<file path="src/include/rscs_pkg.sv">
// reset source combiner: register map, field positions, reset values
// assumes a 32-bit AXI4-Lite slave port and one system clock
package rscs_pkg;

    ////////////////////////////////////////////////////////////////////////////////
    // register byte offsets
    localparam logic [7:0]  ADDR_CAUSE   = 8'h00;
    localparam logic [7:0]  ADDR_BACKUP  = 8'h04;
    localparam logic [7:0]  ADDR_LIVE    = 8'h08;

    ////////////////////////////////////////////////////////////////////////////////
    // reset_cause_control field positions
    localparam int BIT_TRAP   = 15;
    localparam int BIT_BADOP  = 14;
    localparam int BIT_LVHOLD = 12;
    localparam int BIT_DEEP   = 10;
    localparam int BIT_CFGMIS = 9;
    localparam int BIT_FBIAS  = 8;
    localparam int BIT_PIN    = 7;
    localparam int BIT_INSTR  = 6;
    localparam int BIT_SWDT   = 5;
    localparam int BIT_WATCHDOG_TIMEOUT_FLAG   = 4;
    localparam int BIT_SLEEP  = 3;
    localparam int BIT_IDLE   = 2;
    localparam int BIT_BOR    = 1;
    localparam int BIT_POR    = 0;

    localparam logic [15:0] CAUSE_POR_VAL = 16'h0003;
    localparam logic [15:0] CAUSE_IMPL    = 16'hD7FF;

    ////////////////////////////////////////////////////////////////////////////////
    // backup_reset_status fields
    localparam int          BIT_BK_RST    = 0;
    localparam int          BIT_BK_POR    = 1;
    localparam logic [1:0]  BACKUP_POR_VAL = 2'h0;

    ////////////////////////////////////////////////////////////////////////////////
    // live status fields
    localparam int BIT_LV_RST  = 0;
    localparam int BIT_LV_WDT  = 1;
    localparam int BIT_LV_RET  = 2;
    localparam int BIT_LV_BIAS = 3;

    ////////////////////////////////////////////////////////////////////////////////
    // reset source vector indices
    localparam int SRC_PIN   = 0;
    localparam int SRC_INSTR = 1;
    localparam int SRC_WDT   = 2;
    localparam int SRC_BOR   = 3;
    localparam int SRC_CFGM  = 4;
    localparam int SRC_TRAP  = 5;
    localparam int SRC_ILLOP = 6;
    localparam int SRC_UWR   = 7;
    localparam int NSRC      = 8;

    // extra cycles the combined reset stays low after the last source drops
    localparam int RST_HOLD_CYC = 1;

    localparam logic [1:0] RESP_OKAY   = 2'h0;
    localparam logic [1:0] RESP_SLVERR = 2'h2;

endpackage

</file>
<file path="src/rtl/rscs_src_merge.sv">
// reset source merge: or of all requests, stretched, registered
// assumes requests are synchronous to aclk; power-on comes in as aresetn
`timescale 1ns/1ps
module rscs_src_merge #(
    parameter int NSRC     = 8,
    parameter int HOLD_CYC = 1
) (
    // clock and power-on reset
    input  wire logic            aclk,
    input  wire logic            aresetn,
    // requests
    input  wire logic [NSRC-1:0] src_req,
    // merged result
    output logic                 any_active_q,
    output logic [NSRC-1:0]      src_seen_q
);

    localparam int CW = $clog2(HOLD_CYC + 1) + 1;

    logic [CW-1:0] hold_q;
    logic          any_req;

    assign any_req = |src_req;

    ////////////////////////////////////////////////////////////////////////////////
    // the merged reset stays active a few cycles so a one-cycle pulse still
    // reaches every register it must clear
    always_ff @(posedge aclk) begin
        if (!aresetn) begin
            hold_q       <= '0;
            any_active_q <= 1'b1;
        end else if (any_req) begin
            hold_q       <= CW'(HOLD_CYC);
            any_active_q <= 1'b1;
        end else if (hold_q != '0) begin
            hold_q       <= hold_q - CW'(1);
            any_active_q <= 1'b1;
        end else begin
            any_active_q <= 1'b0;
        end
    end

    // one-cycle record of which sources fired, for the cause flags
    always_ff @(posedge aclk) begin
        if (!aresetn) begin
            src_seen_q <= '0;
        end else begin
            src_seen_q <= src_req;
        end
    end

endmodule

</file>
<file path="src/rtl/rscs_top.sv">
// reset source combiner with cause/control register over AXI4-Lite
// assumes all request and event inputs are synchronous one-bit levels or pulses
// on aclk, and that aresetn low is the power-on reset
`timescale 1ns/1ps

module rscs_top #(
    parameter int AW       = 8,
    parameter int HOLD_CYC = rscs_pkg::RST_HOLD_CYC
) (
    // clock and power-on reset
    input  wire logic          aclk,
    input  wire logic          aresetn,
    // axi4-lite write address
    input  wire logic [AW-1:0] s_axi_awaddr,
    input  wire logic [2:0]    s_axi_awprot,
    input  wire logic          s_axi_awvalid,
    output logic               s_axi_awready,
    // axi4-lite write data
    input  wire logic [31:0]   s_axi_wdata,
    input  wire logic [3:0]    s_axi_wstrb,
    input  wire logic          s_axi_wvalid,
    output logic               s_axi_wready,
    // axi4-lite write response
    output logic [1:0]         s_axi_bresp,
    output logic               s_axi_bvalid,
    input  wire logic          s_axi_bready,
    // axi4-lite read address
    input  wire logic [AW-1:0] s_axi_araddr,
    input  wire logic [2:0]    s_axi_arprot,
    input  wire logic          s_axi_arvalid,
    output logic               s_axi_arready,
    // axi4-lite read data
    output logic [31:0]        s_axi_rdata,
    output logic [1:0]         s_axi_rresp,
    output logic               s_axi_rvalid,
    input  wire logic          s_axi_rready,
    // reset requests
    input  wire logic          master_clear_pin,
    input  wire logic          instr_reset_req,
    input  wire logic          watchdog_timeout,
    input  wire logic          brownout_reset,
    input  wire logic          config_mismatch_req,
    input  wire logic          trap_conflict_req,
    input  wire logic          illegal_opcode_req,
    input  wire logic          uninit_wreg_reset,
    // power-save events from the core
    input  wire logic          pwrsav_sleep,
    input  wire logic          pwrsav_idle,
    input  wire logic          deep_sleep_en,
    input  wire logic          watchdog_clear,
    input  wire logic          backup_power_active,
    // configuration fuses
    input  wire logic          low_power_cfg_fuse,
    input  wire logic          fuse_watchdog_on,
    // outputs
    output logic               master_system_reset_n,
    output logic               watchdog_enabled,
    output logic               retention_hold_on,
    output logic               flash_bias_in_standby
);

    ////////////////////////////////////////////////////////////////////////////////
    // source merge

    logic [rscs_pkg::NSRC-1:0] src_req;
    logic [rscs_pkg::NSRC-1:0] src_seen_q;
    logic                      any_active_q;

    always_comb begin
        src_req                       = '0;
        src_req[rscs_pkg::SRC_PIN]    = master_clear_pin;
        src_req[rscs_pkg::SRC_INSTR]  = instr_reset_req;
        src_req[rscs_pkg::SRC_WDT]    = watchdog_timeout;
        src_req[rscs_pkg::SRC_BOR]    = brownout_reset;
        src_req[rscs_pkg::SRC_CFGM]   = config_mismatch_req;
        src_req[rscs_pkg::SRC_TRAP]   = trap_conflict_req;
        src_req[rscs_pkg::SRC_ILLOP]  = illegal_opcode_req;
        src_req[rscs_pkg::SRC_UWR]    = uninit_wreg_reset;
    end

    // power-on enters through aresetn, the other sources through src_req
    rscs_src_merge #(
        .NSRC     (rscs_pkg::NSRC),
        .HOLD_CYC (HOLD_CYC)
    ) u_merge (
        .aclk         (aclk),
        .aresetn      (aresetn),
        .src_req      (src_req),
        .any_active_q (any_active_q),
        .src_seen_q   (src_seen_q)
    );

    assign master_system_reset_n = ~any_active_q;

    ////////////////////////////////////////////////////////////////////////////////
    // axi4-lite write path: address and data taken in either order

    logic [AW-1:0] aw_addr_q;
    logic          aw_full_q;
    logic [31:0]   w_data_q;
    logic [3:0]    w_strb_q;
    logic          w_full_q;
    logic          bvalid_q;
    logic [1:0]    bresp_q;
    logic          wr_go;
    logic          wr_hit_cause;
    logic          wr_hit_backup;

    assign s_axi_awready = ~aw_full_q;
    assign s_axi_wready  = ~w_full_q;
    assign wr_go         = aw_full_q & w_full_q & ~bvalid_q;
    assign wr_hit_cause  = wr_go && (aw_addr_q == rscs_pkg::ADDR_CAUSE);
    assign wr_hit_backup = wr_go && (aw_addr_q == rscs_pkg::ADDR_BACKUP);

    always_ff @(posedge aclk) begin
        if (!aresetn) begin
            aw_full_q <= 1'b0;
            aw_addr_q <= '0;
        end else if (s_axi_awvalid && !aw_full_q) begin
            aw_full_q <= 1'b1;
            aw_addr_q <= s_axi_awaddr;
        end else if (wr_go) begin
            aw_full_q <= 1'b0;
        end
    end

    always_ff @(posedge aclk) begin
        if (!aresetn) begin
            w_full_q <= 1'b0;
            w_data_q <= '0;
            w_strb_q <= '0;
        end else if (s_axi_wvalid && !w_full_q) begin
            w_full_q <= 1'b1;
            w_data_q <= s_axi_wdata;
            w_strb_q <= s_axi_wstrb;
        end else if (wr_go) begin
            w_full_q <= 1'b0;
        end
    end

    // the live register is read-only; writes to it answer okay and are dropped
    always_ff @(posedge aclk) begin
        if (!aresetn) begin
            bvalid_q <= 1'b0;
            bresp_q  <= rscs_pkg::RESP_OKAY;
        end else if (wr_go) begin
            bvalid_q <= 1'b1;
            if (wr_hit_cause || wr_hit_backup || aw_addr_q == rscs_pkg::ADDR_LIVE) begin
                bresp_q <= rscs_pkg::RESP_OKAY;
            end else begin
                bresp_q <= rscs_pkg::RESP_SLVERR;
            end
        end else if (s_axi_bready) begin
            bvalid_q <= 1'b0;
        end
    end

    assign s_axi_bvalid = bvalid_q;
    assign s_axi_bresp  = bresp_q;

    // byte lanes 0 and 1 carry the 16-bit register
    logic [15:0] wr_mask;
    assign wr_mask = {{8{w_strb_q[1]}}, {8{w_strb_q[0]}}};

    ////////////////////////////////////////////////////////////////////////////////
    // reset_cause_control bit events

    logic [15:0] cause_q;
    logic [15:0] hw_set;
    logic [15:0] hw_clr;
    logic [15:0] sw_we;

    always_comb begin
        hw_set                       = '0;
        hw_set[rscs_pkg::BIT_TRAP]   = src_seen_q[rscs_pkg::SRC_TRAP];
        hw_set[rscs_pkg::BIT_BADOP]  = src_seen_q[rscs_pkg::SRC_ILLOP]
                                     | src_seen_q[rscs_pkg::SRC_UWR];
        hw_set[rscs_pkg::BIT_DEEP]   = pwrsav_sleep & deep_sleep_en;
        hw_set[rscs_pkg::BIT_CFGMIS] = src_seen_q[rscs_pkg::SRC_CFGM];
        hw_set[rscs_pkg::BIT_PIN]    = src_seen_q[rscs_pkg::SRC_PIN];
        hw_set[rscs_pkg::BIT_INSTR]  = src_seen_q[rscs_pkg::SRC_INSTR];
        hw_set[rscs_pkg::BIT_WATCHDOG_TIMEOUT_FLAG]   = src_seen_q[rscs_pkg::SRC_WDT];
        hw_set[rscs_pkg::BIT_SLEEP]  = pwrsav_sleep;
        hw_set[rscs_pkg::BIT_IDLE]   = pwrsav_idle;
        hw_set[rscs_pkg::BIT_BOR]    = src_seen_q[rscs_pkg::SRC_BOR];
    end

    always_comb begin
        hw_clr                     = '0;
        // watchdog clear and either power-save entry drop the timeout flag
        hw_clr[rscs_pkg::BIT_WATCHDOG_TIMEOUT_FLAG] = watchdog_clear | pwrsav_sleep | pwrsav_idle;
    end

    assign sw_we = wr_hit_cause ? wr_mask : 16'h0000;

    // every implemented bit: power-on value, then hardware set, then software, then clear.
    // flags and control bits live only here, so a software set can never feed
    // back into the source merge
    genvar gi;
    generate
        for (gi = 0; gi < 16; gi++) begin : g_cause
            if (rscs_pkg::CAUSE_IMPL[gi]) begin : g_impl
                always_ff @(posedge aclk) begin
                    if (!aresetn) begin
                        cause_q[gi] <= rscs_pkg::CAUSE_POR_VAL[gi];
                    end else if (hw_set[gi]) begin
                        cause_q[gi] <= 1'b1;
                    end else if (sw_we[gi]) begin
                        cause_q[gi] <= w_data_q[gi];
                    end else if (hw_clr[gi]) begin
                        cause_q[gi] <= 1'b0;
                    end
                end
            end else begin : g_none
                assign cause_q[gi] = 1'b0;
            end
        end
    endgenerate

    ////////////////////////////////////////////////////////////////////////////////
    // backup_reset_status: resets seen while on backup power

    logic [1:0] backup_q;
    logic       por_seen_q;
    logic [1:0] bk_set;

    // backup level is a live input, so it is sampled after release, not at reset
    always_ff @(posedge aclk) begin
        if (!aresetn) begin
            por_seen_q <= 1'b0;
        end else begin
            por_seen_q <= 1'b1;
        end
    end

    assign bk_set[rscs_pkg::BIT_BK_RST] = backup_power_active & (|src_seen_q);
    assign bk_set[rscs_pkg::BIT_BK_POR] = backup_power_active & ~por_seen_q;

    generate
        for (gi = 0; gi < 2; gi++) begin : g_backup
            always_ff @(posedge aclk) begin
                if (!aresetn) begin
                    backup_q[gi] <= rscs_pkg::BACKUP_POR_VAL[gi];
                end else if (bk_set[gi]) begin
                    backup_q[gi] <= 1'b1;
                end else if (wr_hit_backup && w_strb_q[0]) begin
                    backup_q[gi] <= w_data_q[gi];
                end
            end
        end
    endgenerate

    ////////////////////////////////////////////////////////////////////////////////
    // control outputs: registered so the fuses and bits glitch nothing

    always_ff @(posedge aclk) begin
        if (!aresetn) begin
            watchdog_enabled <= 1'b1;
        end else begin
            watchdog_enabled <= fuse_watchdog_on | cause_q[rscs_pkg::BIT_SWDT];
        end
    end

    // an unprogrammed low-power fuse keeps the retention regulator off
    always_ff @(posedge aclk) begin
        if (!aresetn) begin
            retention_hold_on <= 1'b0;
        end else begin
            retention_hold_on <= cause_q[rscs_pkg::BIT_LVHOLD]
                               & ~low_power_cfg_fuse;
        end
    end

    always_ff @(posedge aclk) begin
        if (!aresetn) begin
            flash_bias_in_standby <= 1'b0;
        end else begin
            flash_bias_in_standby <= cause_q[rscs_pkg::BIT_FBIAS];
        end
    end

    ////////////////////////////////////////////////////////////////////////////////
    // axi4-lite read path
    // cause flags survive non-power-on resets so software can read them and
    // clear them afterwards; bus state and outputs here also restart only on aresetn

    logic        rvalid_q;
    logic [31:0] rdata_q;
    logic [1:0]  rresp_q;
    logic [31:0] live_word;

    assign s_axi_arready = ~rvalid_q;

    always_comb begin
        live_word                        = 32'h0000_0000;
        live_word[rscs_pkg::BIT_LV_RST]  = any_active_q;
        live_word[rscs_pkg::BIT_LV_WDT]  = watchdog_enabled;
        live_word[rscs_pkg::BIT_LV_RET]  = retention_hold_on;
        live_word[rscs_pkg::BIT_LV_BIAS] = flash_bias_in_standby;
    end

    always_ff @(posedge aclk) begin
        if (!aresetn) begin
            rvalid_q <= 1'b0;
            rdata_q  <= 32'h0000_0000;
            rresp_q  <= rscs_pkg::RESP_OKAY;
        end else if (s_axi_arvalid && !rvalid_q) begin
            rvalid_q <= 1'b1;
            rresp_q  <= rscs_pkg::RESP_OKAY;
            case (s_axi_araddr)
                rscs_pkg::ADDR_CAUSE: begin
                    rdata_q <= {16'h0000, cause_q};
                end
                rscs_pkg::ADDR_BACKUP: begin
                    rdata_q <= {30'h0000_0000, backup_q};
                end
                rscs_pkg::ADDR_LIVE: begin
                    rdata_q <= live_word;
                end
                default: begin
                    rdata_q <= 32'h0000_0000;
                    rresp_q <= rscs_pkg::RESP_SLVERR;
                end
            endcase
        end else if (s_axi_rready) begin
            rvalid_q <= 1'b0;
        end
    end

    assign s_axi_rvalid = rvalid_q;
    assign s_axi_rdata  = rdata_q;
    assign s_axi_rresp  = rresp_q;

endmodule

</file>
<file path="config.mk">
export PLATFORM = sky130hd
export DESIGN_NAME = rscs_top
export DESIGN_NICKNAME = d
export VERILOG_FILES = /design/src/include/rscs_pkg.sv /design/src/rtl/rscs_src_merge.sv /design/src/rtl/rscs_top.sv
export SDC_FILE = /design/constraint.sdc
export NUM_CORES = 1
export LEC_CHECK = 0
export BUFFER_PORTS_ARGS = -buffer_cell sky130_fd_sc_hd__buf_2
export CAP_MARGIN = 10
export CORE_MARGIN = 1.5
export CORE_UTILIZATION = 32
export CTS_BUF_LIST = sky130_fd_sc_hd__clkbuf_2 sky130_fd_sc_hd__clkbuf_4 sky130_fd_sc_hd__clkbuf_8
export CTS_CLUSTER_SIZE = 16
export DETAILED_ROUTE_END_ITERATION = 10
export GPL_TIMING_DRIVEN = 0
export PLACE_DENSITY = 0.66
export SLEW_MARGIN = 20
export SYNTH_ARGS = -nofsm -noshare
export SYNTH_HDL_FRONTEND = slang
export SYNTH_HIERARCHICAL = 1
export SYNTH_SLANG_ARGS = --single-unit
export TNS_END_PERCENT = 5
</file>
<file path="constraint.sdc">
create_clock -name aclk -period 2.25 [get_ports aclk]
set_input_delay 0.45 -clock aclk [delete_from_list [all_inputs] [get_ports aclk]]
set_output_delay 0.45 -clock aclk [all_outputs]
set_load 0.005 [all_outputs]
</file>
==> insert_results.sql, run 1 <==
INSERT INTO impl_metrics (metric_group, metric, value, unit) VALUES
('global_route', 'grt_pass1_vias', '2353', ''),
('detailed_routing', 'ant_nets', '0', ''),
('synth', 'synth_flop_cell', 'sky130_fd_sc_hd__dfxtp_1', ''),
('setup_path', 'critical_path_class', 'flip-flop to flip-flop', ''),
('synth', 'synth_largest_type_area_fraction', '0.4916', ''),
('cts', 'tritoncts.num_buffers', '9', ''),
('hold_path', 'holdPathEnd', 'retention_hold_on', ''),
('die', 'die_w', '100.7', 'um'),
('setup_path', 'r2r_setup_slack', '0.45', 'ns'),
('pwr', 'internal-power', '2172', 'uW'),
('setup_path', 'cp_cell_sequence', 'or4b_4 > nor4_4 > a22oi_1 > nor2_1', ''),
('setup_path', 'critical_path_launch_point_type', 'flip-flop', ''),
('setup_path', 'cp_data_required_time', '2.53', 'ns'),
('hold_path', 'worstHoldPathType', 'input pin to flip-flop', ''),
('cts', 'tritoncts', 'yes', ''),
('die', 'fp.dieH', '100.7', 'um'),
('hold_path', 'hold_path.startpoint', 'low_power_cfg_fuse', ''),
('timing', 'setup_total_negative_slack', '0', 'ns'),
('pwr', 'clkPwrFrac', '0.394', ''),
('die', 'core_region_area', '9240', 'sq um'),
('timing', 'timing.final.crit_share', '0.8010', ''),
('place', 'port-buffer-count', '77', ''),
('detailed_routing', 'drt_iter0_drc', '65', ''),
('die', 'placementRows', '35', ''),
('timing', 'setup_slack', '0.4478', 'ns'),
('timing', 'setup-violations-final', '0', ''),
('die', 'start_util', '0.3305', ''),
('detailed_routing', 'drt-pass1-iter-count', '4', ''),
('timing', 'relSlewSlack', '0.5354', ''),
('synth', 'netlist_top_cells_count', 'sky130_fd_sc_hd__dfxtp_1 (75), sky130_fd_sc_hd__nand2_1 (40), sky130_fd_sc_hd__nor2_1 (40), sky130_fd_sc_hd__a21oi_1 (23), sky130_fd_sc_hd__buf_4 (20)', ''),
('setup_path', 'r2r_end', 's_axi_rdata[9]', ''),
('setup_path', 'worst_r2r_startpoint', 's_axi_rvalid', ''),
('global_route', 'grt_overflow', '0', ''),
('place', 'post_dp_hpwl', '5.800', 'mm'),
('setup_path', 'timing.critical_path.fanout_max', '10', ''),
('synth', 'postSynthCellCount', '325', ''),
('synth', 'synth.avg_cell_area', '9.397', 'sq um'),
('setup_path', 'top_family_by_delay_on_critical_path', 'simple AND/OR/NAND/NOR gates', ''),
('synth', 'synth-edff-count', '0', ''),
('setup_path', 'reg2reg_depth', '4', ''),
('synth', 'post_synth_arst_share', '0', ''),
('place', 'gp_congestion', '0.8103', ''),
('timing', 'max_freq', '554.9', 'MHz'),
('final_layout', 'ratio_of_cells_with_drive_above_1_in_the_final_layout', '0.2998', ''),
('cts', 'numClockSinks', '75', ''),
('detailed_routing', 'wl', '7.314', 'mm'),
('synth', 'post_synth_num_cell_types', '42', ''),
('setup_path', 'setup.worst_path.start', 's_axi_rvalid', ''),
('setup_path', 'crit_path_end_kind', 'flip-flop', ''),
('setup_path', 'crit_path_top_delay_cell', 'sky130_fd_sc_hd__or4b_4', ''),
('run_status', 'outcome', 'completed', ''),
('place', 'pre_cts_slack', '0.1631', 'ns'),
('setup_path', 'worst_ep_arrival_time', '2.08', 'ns'),
('synth', 'yosys_register_bits', '75', ''),
('die', 'top_level_ports', '125', ''),
('detailed_routing', 'drc', '0', ''),
('flow_run', 'max_cap_violations', '0', ''),
('synth', 'yosysTopAreaCell', 'sky130_fd_sc_hd__dfxtp_1', ''),
('cts', 'cts.path.max_buffers', '2', ''),
('timing', 'finalClockSkew', '0.007287', 'ns'),
('cts', 'cts_root_buf', 'sky130_fd_sc_hd__clkbuf_8', ''),
('cts', 'post_cts_resize_count', '0', ''),
('global_route', 'antenna_violations_before_repair', '1', ''),
('cts', 'post-cts-setup-buffer-count', '0', ''),
('final_layout', 'syn_to_final_growth', '27.32', '%'),
('synth', 'main_area_contributors_after_synthesis', 'sky130_fd_sc_hd__dfxtp_1 (49%), sky130_fd_sc_hd__buf_4 (4.9%), sky130_fd_sc_hd__nand2_1 (4.9%)', ''),
('global_route', 'grt_usage', '0.1485', ''),
('synth', 'yosysWarnings', '6', ''),
('pwr', 'power_switching_share', '0.2360', ''),
('setup_path', 'cpPeakStageDelay', '0.58', 'ns'),
('detailed_routing', 'dr_total_vias', '2526', '');
worst max path at each step:
stage,end,slack [ns],cells past startpoint
floorplan,s_axi_rdata[12],0.50,4
global placement,s_axi_rdata[6],0.23,5
detailed placement,s_axi_rdata[6],0.16,5
CTS,s_axi_rdata[6],0.42,4
global route,cause_q[10],0.29,4
finish,s_axi_rdata[9],0.45,4
per-stage QoR:
stage	instances	utilization	hold WS, ns	instance area [sq um]	total power, uW
after floorplan	344	-	0.4059	3126	1633
after global placement	550	0.3974	0.4424	3672	1743
after detailed placement	550	0.3974	0.4548	3672	1753
after CTS	566	0.4209	0.2358	3889	2867
after global routing	566	0.4209	0.2514	3889	2960
final	566	0.4209	0.2519	3889	2843
routing by layer:
layer,GRT usage,part of all wire,up-vias
met1,0.1838,0.48,1134
met2,0.2427,0.45,77
met3,0.04993,0.059,12
met4,0.04875,0.012,2
met5,0,0.0016,-
li1,-,-,1301
cell type report:
| cell class | instances | area (sq um) | share of cell area |
|---|---|---|---|
| Clock inverter | 5 | 77.57 | 0.01995 |
| Multi-Input combinational cell | 226 | 1350 | 0.3472 |
| Clock buffer | 11 | 138.9 | 0.03571 |
| Buffer | 34 | 240.2 | 0.06178 |
| Tap cell | 129 | 161.4 | 0.04151 |
| Sequential cell | 75 | 1501 | 0.3861 |
| Inverter | 9 | 33.78 | 0.008687 |
| Timing Repair Buffer | 77 | 385.4 | 0.09910 |
cell usage in the layout (no fill, tap or decap), types with 2 or more instances in the layout:
master,synthesis,final
sky130_fd_sc_hd__or3_1,3,3
sky130_fd_sc_hd__clkinv_2,0,2
sky130_fd_sc_hd__a211oi_1,8,8
sky130_fd_sc_hd__nand3_1,3,3
sky130_fd_sc_hd__and2_1,10,10
sky130_fd_sc_hd__nor3_1,7,7
sky130_fd_sc_hd__buf_4,20,20
sky130_fd_sc_hd__or4_1,2,2
sky130_fd_sc_hd__o311a_1,2,2
sky130_fd_sc_hd__a22oi_1,10,10
sky130_fd_sc_hd__nor2b_1,4,4
sky130_fd_sc_hd__nand2b_1,3,3
sky130_fd_sc_hd__conb_1,1,20
sky130_fd_sc_hd__clkbuf_8,3,12
sky130_fd_sc_hd__nor4_4,4,4
sky130_fd_sc_hd__inv_1,9,9
sky130_fd_sc_hd__nand4_1,3,3
sky130_fd_sc_hd__clkbuf_4,0,2
sky130_fd_sc_hd__bufinv_16,0,2
sky130_fd_sc_hd__mux2i_1,14,14
sky130_fd_sc_hd__nand2_1,40,40
sky130_fd_sc_hd__o21ai_0,6,6
sky130_fd_sc_hd__dfxtp_1,75,75
sky130_fd_sc_hd__mux2_2,3,3
sky130_fd_sc_hd__a21oi_1,23,23
sky130_fd_sc_hd__nor2_1,40,40
sky130_fd_sc_hd__buf_2,0,77
sky130_fd_sc_hd__o2bb2ai_1,2,2
sky130_fd_sc_hd__clkbuf_1,10,10
sky130_fd_sc_hd__a22oi_2,4,4
registers in the layout, indices dropped and copies added, names as in the netlist, 2 cells and up:
signal	flops
aw_addr_q	8
backup_q	2
cause_q	14
s_axi_rdata	14
u_merge/hold_q	2
u_merge/src_seen_q	8
w_data_q	14
w_strb_q	2
power groups by stage:
stage,clock (uW),combinational (uW),sequential (uW)
finish,1120,291,1430
global route,1200,326,1440
CTS,1140,293,1430
detailed placement,0,292,1460
global placement,0,285,1460
floorplan,0,186,1450
cells by family (layout without fill, tap and decap cells):
kind of cell	Yosys count	after routing	share of synthesized area
compound gates	60	60	0.1348
xor+xnor	1	1	0.002868
fa+ha+maj	1	1	0.004096
buf+inv	43	136	0.08972
flops	75	75	0.4916
mux	17	17	0.05694
other cells	1	20	0.001228
simple gates	127	127	0.2188
worst register-to-register path, stage by stage, from the launching register on:
cell                      delay, ns
sky130_fd_sc_hd__dfxtp_1       0.34
sky130_fd_sc_hd__or4b_4        0.58
sky130_fd_sc_hd__nor4_4        0.54
sky130_fd_sc_hd__a22oi_1       0.14
sky130_fd_sc_hd__nor2_1        0.14
(Power assumes the default switching activity.)
==> run 2, diff against run 1 <==
Settings changed: PLACE_DENSITY 0.66 to 0.68.
Clock period 2.25 ns to 1.55 ns, I/O delays scaled along.
==> run 2 against run 1 <==
  * The flow now finishes with violations (setup timing)
  * Routed wire length increased by 2.0%
  * Setup slack got worse by 0.53 ns
  * Die area unchanged
  * Global-route usage increased by 0.37 points
  * Sequential power increased by 45%
  * Fmax increased by 10%
  * Combinational power increased by 52%
  * Via count increased by 1.6%
  * Sequential cell count unchanged
  * Utilization increased by 0.43 points
  * Cell count increased by 0.18%
  * Highest routed layer is now met4
==> insert_results.sql, run 2 (synthesis gave the netlist of run 1 again) <==
INSERT INTO impl_metrics (metric_group, metric, value, unit) VALUES
('detailed_routing', 'post_drt_wl_per_cell', '13.16', 'um'),
('pwr', 'clkPwrFrac', '0.337', ''),
('die', 'start_util', '0.3305', ''),
('hold_path', 'worstHoldPathType', 'input pin to flip-flop', ''),
('cts', 'clock_network_latency_to_the_later_pin_of_the_worst_skew_pair', '0.34', 'ns'),
('global_route', 'busiest_grt_layer', 'met2', ''),
('cts', 'clock_tree.htree_level_count', '3', ''),
('global_route', 'grt_pass1_vias', '2427', ''),
('die', 'floorplan.die_area', '10140', 'sq um'),
('timing', 'setup_total_negative_slack', '-0.1059', 'ns'),
('timing', 'timing.final.hold_violations', '0', ''),
('run_status', 'violations', 'setup timing', ''),
('final_layout', 'fillers', '943', ''),
('cts', 'numClockSinks', '75', ''),
('detailed_routing', 'drt-pass1-iter-count', '5', ''),
('cts', 'tritoncts.num_buffers', '9', ''),
('global_route', 'grt_usage', '0.1522', ''),
('setup_path', 'worst_r2r_startpoint', 'aw_addr_q[7]', ''),
('place', 'dpl_cell_area', '3672', 'sq um'),
('timing', 'max_slew.worst_pin.slew', '0.5582', 'ns'),
('detailed_routing', 'wl', '7.463', 'mm'),
('hold_path', 'hold_path.startpoint', 'low_power_cfg_fuse', ''),
('place', 'port-buffer-count', '77', ''),
('final_layout', 'multi_input_comb_area', '1401', 'sq um'),
('detailed_routing', 'ant_nets', '0', ''),
('final_layout', 'ratio_of_cells_with_drive_above_1_in_the_final_layout', '0.3311', ''),
('cts', 'clk_pin_slew', '0.07', 'ns'),
('die', 'placementRows', '35', ''),
('timing', 'finalCriticalPeriod', '1.634', 'ns'),
('setup_path', 'r2r_end', 'cause_q[1]', ''),
('setup_path', 'r2r_setup_slack', '-0.08', 'ns'),
('pwr', 'power_switching_share', '0.2424', ''),
('timing', 'setup_slack', '-0.08384', 'ns'),
('timing', 'relSlewSlack', '0.6279', ''),
('setup_path', 'crit_path_end_kind', 'flip-flop', ''),
('cts', 'cts_root_buf', 'sky130_fd_sc_hd__clkbuf_8', ''),
('setup_path', 'timing.critical_path.fanout_max', '3', ''),
('timing', 'finalClockSkew', '0.003994', 'ns'),
('die', 'die_w', '100.7', 'um'),
('final_layout', 'post_layout_nonfiller_instances', '567', ''),
('pwr', 'design_power_total', '3808', 'uW'),
('detailed_routing', 'avgViaCountPerCell', '4.527', ''),
('pwr', 'static-leakage-power', '0.001755', 'uW'),
('setup_path', 'worst_ep_arrival_time', '1.86', 'ns'),
('global_route', 'grt_pass1_wl', '11.84', 'mm'),
('die', 'fp.dieH', '100.7', 'um'),
('detailed_routing', 'drc', '0', ''),
('run_status', 'outcome', 'complete, but fails checks', ''),
('global_route', 'grt_start_max_net_pins', '11', ''),
('final_layout', 'syn_to_final_growth', '28.64', '%'),
('place', 'place_inst', '550', ''),
('die', 'top_level_ports', '125', ''),
('final_layout', 'layout_commonest_cell', 'sky130_fd_sc_hd__buf_2', ''),
('setup_path', 'cp_data_required_time', '1.78', 'ns'),
('final_layout', 'design.final.nets', '516', ''),
('place', 'gp_congestion', '0.7836', ''),
('setup_path', 'reg2reg_depth', '4', ''),
('global_route', 'groute.layer.met3.usage', '0.04646', ''),
('detailed_routing', 'drt_iter0_drc', '85', ''),
('final_layout', 'fin_area', '3929', 'sq um'),
('global_route', 'globalRouteMet1Util', '0.1903', ''),
('timing', 'max_freq', '612.1', 'MHz'),
('hold_path', 'holdPathEnd', 'retention_hold_on', ''),
('global_route', 'grt_overflow', '0', ''),
('pwr', 'net-switching-power', '922.9', 'uW'),
('cts', 'tritoncts', 'yes', ''),
('pwr', 'seqPwrFrac', '0.547', ''),
('final_layout', 'antenna-diode-count', '0', ''),
('die', 'core_region_area', '9240', 'sq um'),
('detailed_routing', 'dr_total_vias', '2567', ''),
('timing', 'finalHoldWorstSlack', '0.1174', 'ns'),
('hold_path', 'timing.hold.worst_path_depth', '2', ''),
('final_layout', 'mostFrequentLayoutCells', 'sky130_fd_sc_hd__buf_2 (78), sky130_fd_sc_hd__dfxtp_1 (71), sky130_fd_sc_hd__nand2_1 (40)', ''),
('flow_run', 'max_cap_violations', '0', ''),
('cts', 'cts.path.max_buffers', '2', ''),
('pwr', 'p_per_area', '969.3', 'nW/um^2'),
('timing', 'grt_setup_unrepaired', 'true', ''),
('setup_path', 'critical_path_launch_point_type', 'flip-flop', ''),
('place', 'post_dp_hpwl', '5.854', 'mm'),
('timing', 'slew_viol_final', '0', ''),
('timing', 'setup-violations-final', '3', ''),
('final_layout', 'ff_latch_area', '1506', 'sq um'),
('setup_path', 'critical_path_class', 'flip-flop to flip-flop', ''),
('pwr', 'internal-power', '2885', 'uW'),
('pwr', 'power.ir.vdd_worst', '431.8', 'uV'),
('global_route', 'met2_usage', '0.2495', ''),
('global_route', 'antenna_violations_before_repair', '0', ''),
('timing', 'timing.final.crit_share', '1.054', ''),
('pwr', 'comb_power_share', '0.116', '');
run 2: how the worst max path moves through the flow:
stage | startpoint | to | slack (ns) | cells past startpoint
final | aw_addr_q[7] | cause_q[1] | -0.08 | 4
after global routing | aw_addr_q[7] | cause_q[1] | -0.16 | 4
after CTS | aw_addr_q[0] | cause_q[1] | -0.11 | 4
after detailed placement | s_axi_araddr[0] | s_axi_rdata[6] | -0.42 | 5
after global placement | s_axi_araddr[0] | s_axi_rdata[6] | -0.33 | 5
after floorplan | s_axi_araddr[0] | s_axi_rdata[12] | -0.06 | 4
run 2: power by group through the flow:
stage / clock network, uW / registers (uW) / logic, uW
floorplan: 0 / 2100 / 270
global placement: 0 / 2120 / 413
detailed placement: 0 / 2120 / 426
CTS: 1310 / 2080 / 440
global route: 1390 / 2090 / 495
finish: 1280 / 2080 / 442
run 2: per-layer routing:
| metal | vias to the layer above | routed length [um] |
|---|---|---|
| met3 | 8 | 515 |
| met5 | - | 0 |
| met4 | 0 | 63 |
| met1 | 1159 | 3413 |
| li1 | 1299 | - |
| met2 | 101 | 3470 |
run 2: cell type report:
class,instances,area share
sequential,75,0.3834
multi-input combinational,226,0.3567
timing repair buffer,80,0.1070
buffer,34,0.06210
clock buffer,14,0.04108
tap,129,0.04108
inverter,9,0.008599
run 2: stage by stage:
step | worst slack, ns | utilization
3_3_place_gp | -0.3301 | 0.3974
4_1_cts | -0.1054 | 0.4223
3_5_place_dp | -0.4173 | 0.3974
5_1_grt | -0.1625 | 0.4252
2_1_floorplan | -0.05678 | -
6_report | -0.08384 | 0.4252
run 2: what timing repair did:
action / in CTS / in global routing
endpoints found under the setup margin: 22 / 32
gates resized for setup: 9 / 11
setup buffers: 3 / 0
hold buffers: 0 / 0
pin swaps: 5 / 5
run 2: worst max-delay path, cell delays in order (launching register included):
cell	delay, ns
sky130_fd_sc_hd__dfxtp_2	0.34
sky130_fd_sc_hd__nor4_4	0.30
sky130_fd_sc_hd__nand4_1	0.24
sky130_fd_sc_hd__mux2_4	0.35
sky130_fd_sc_hd__or3_1	0.29
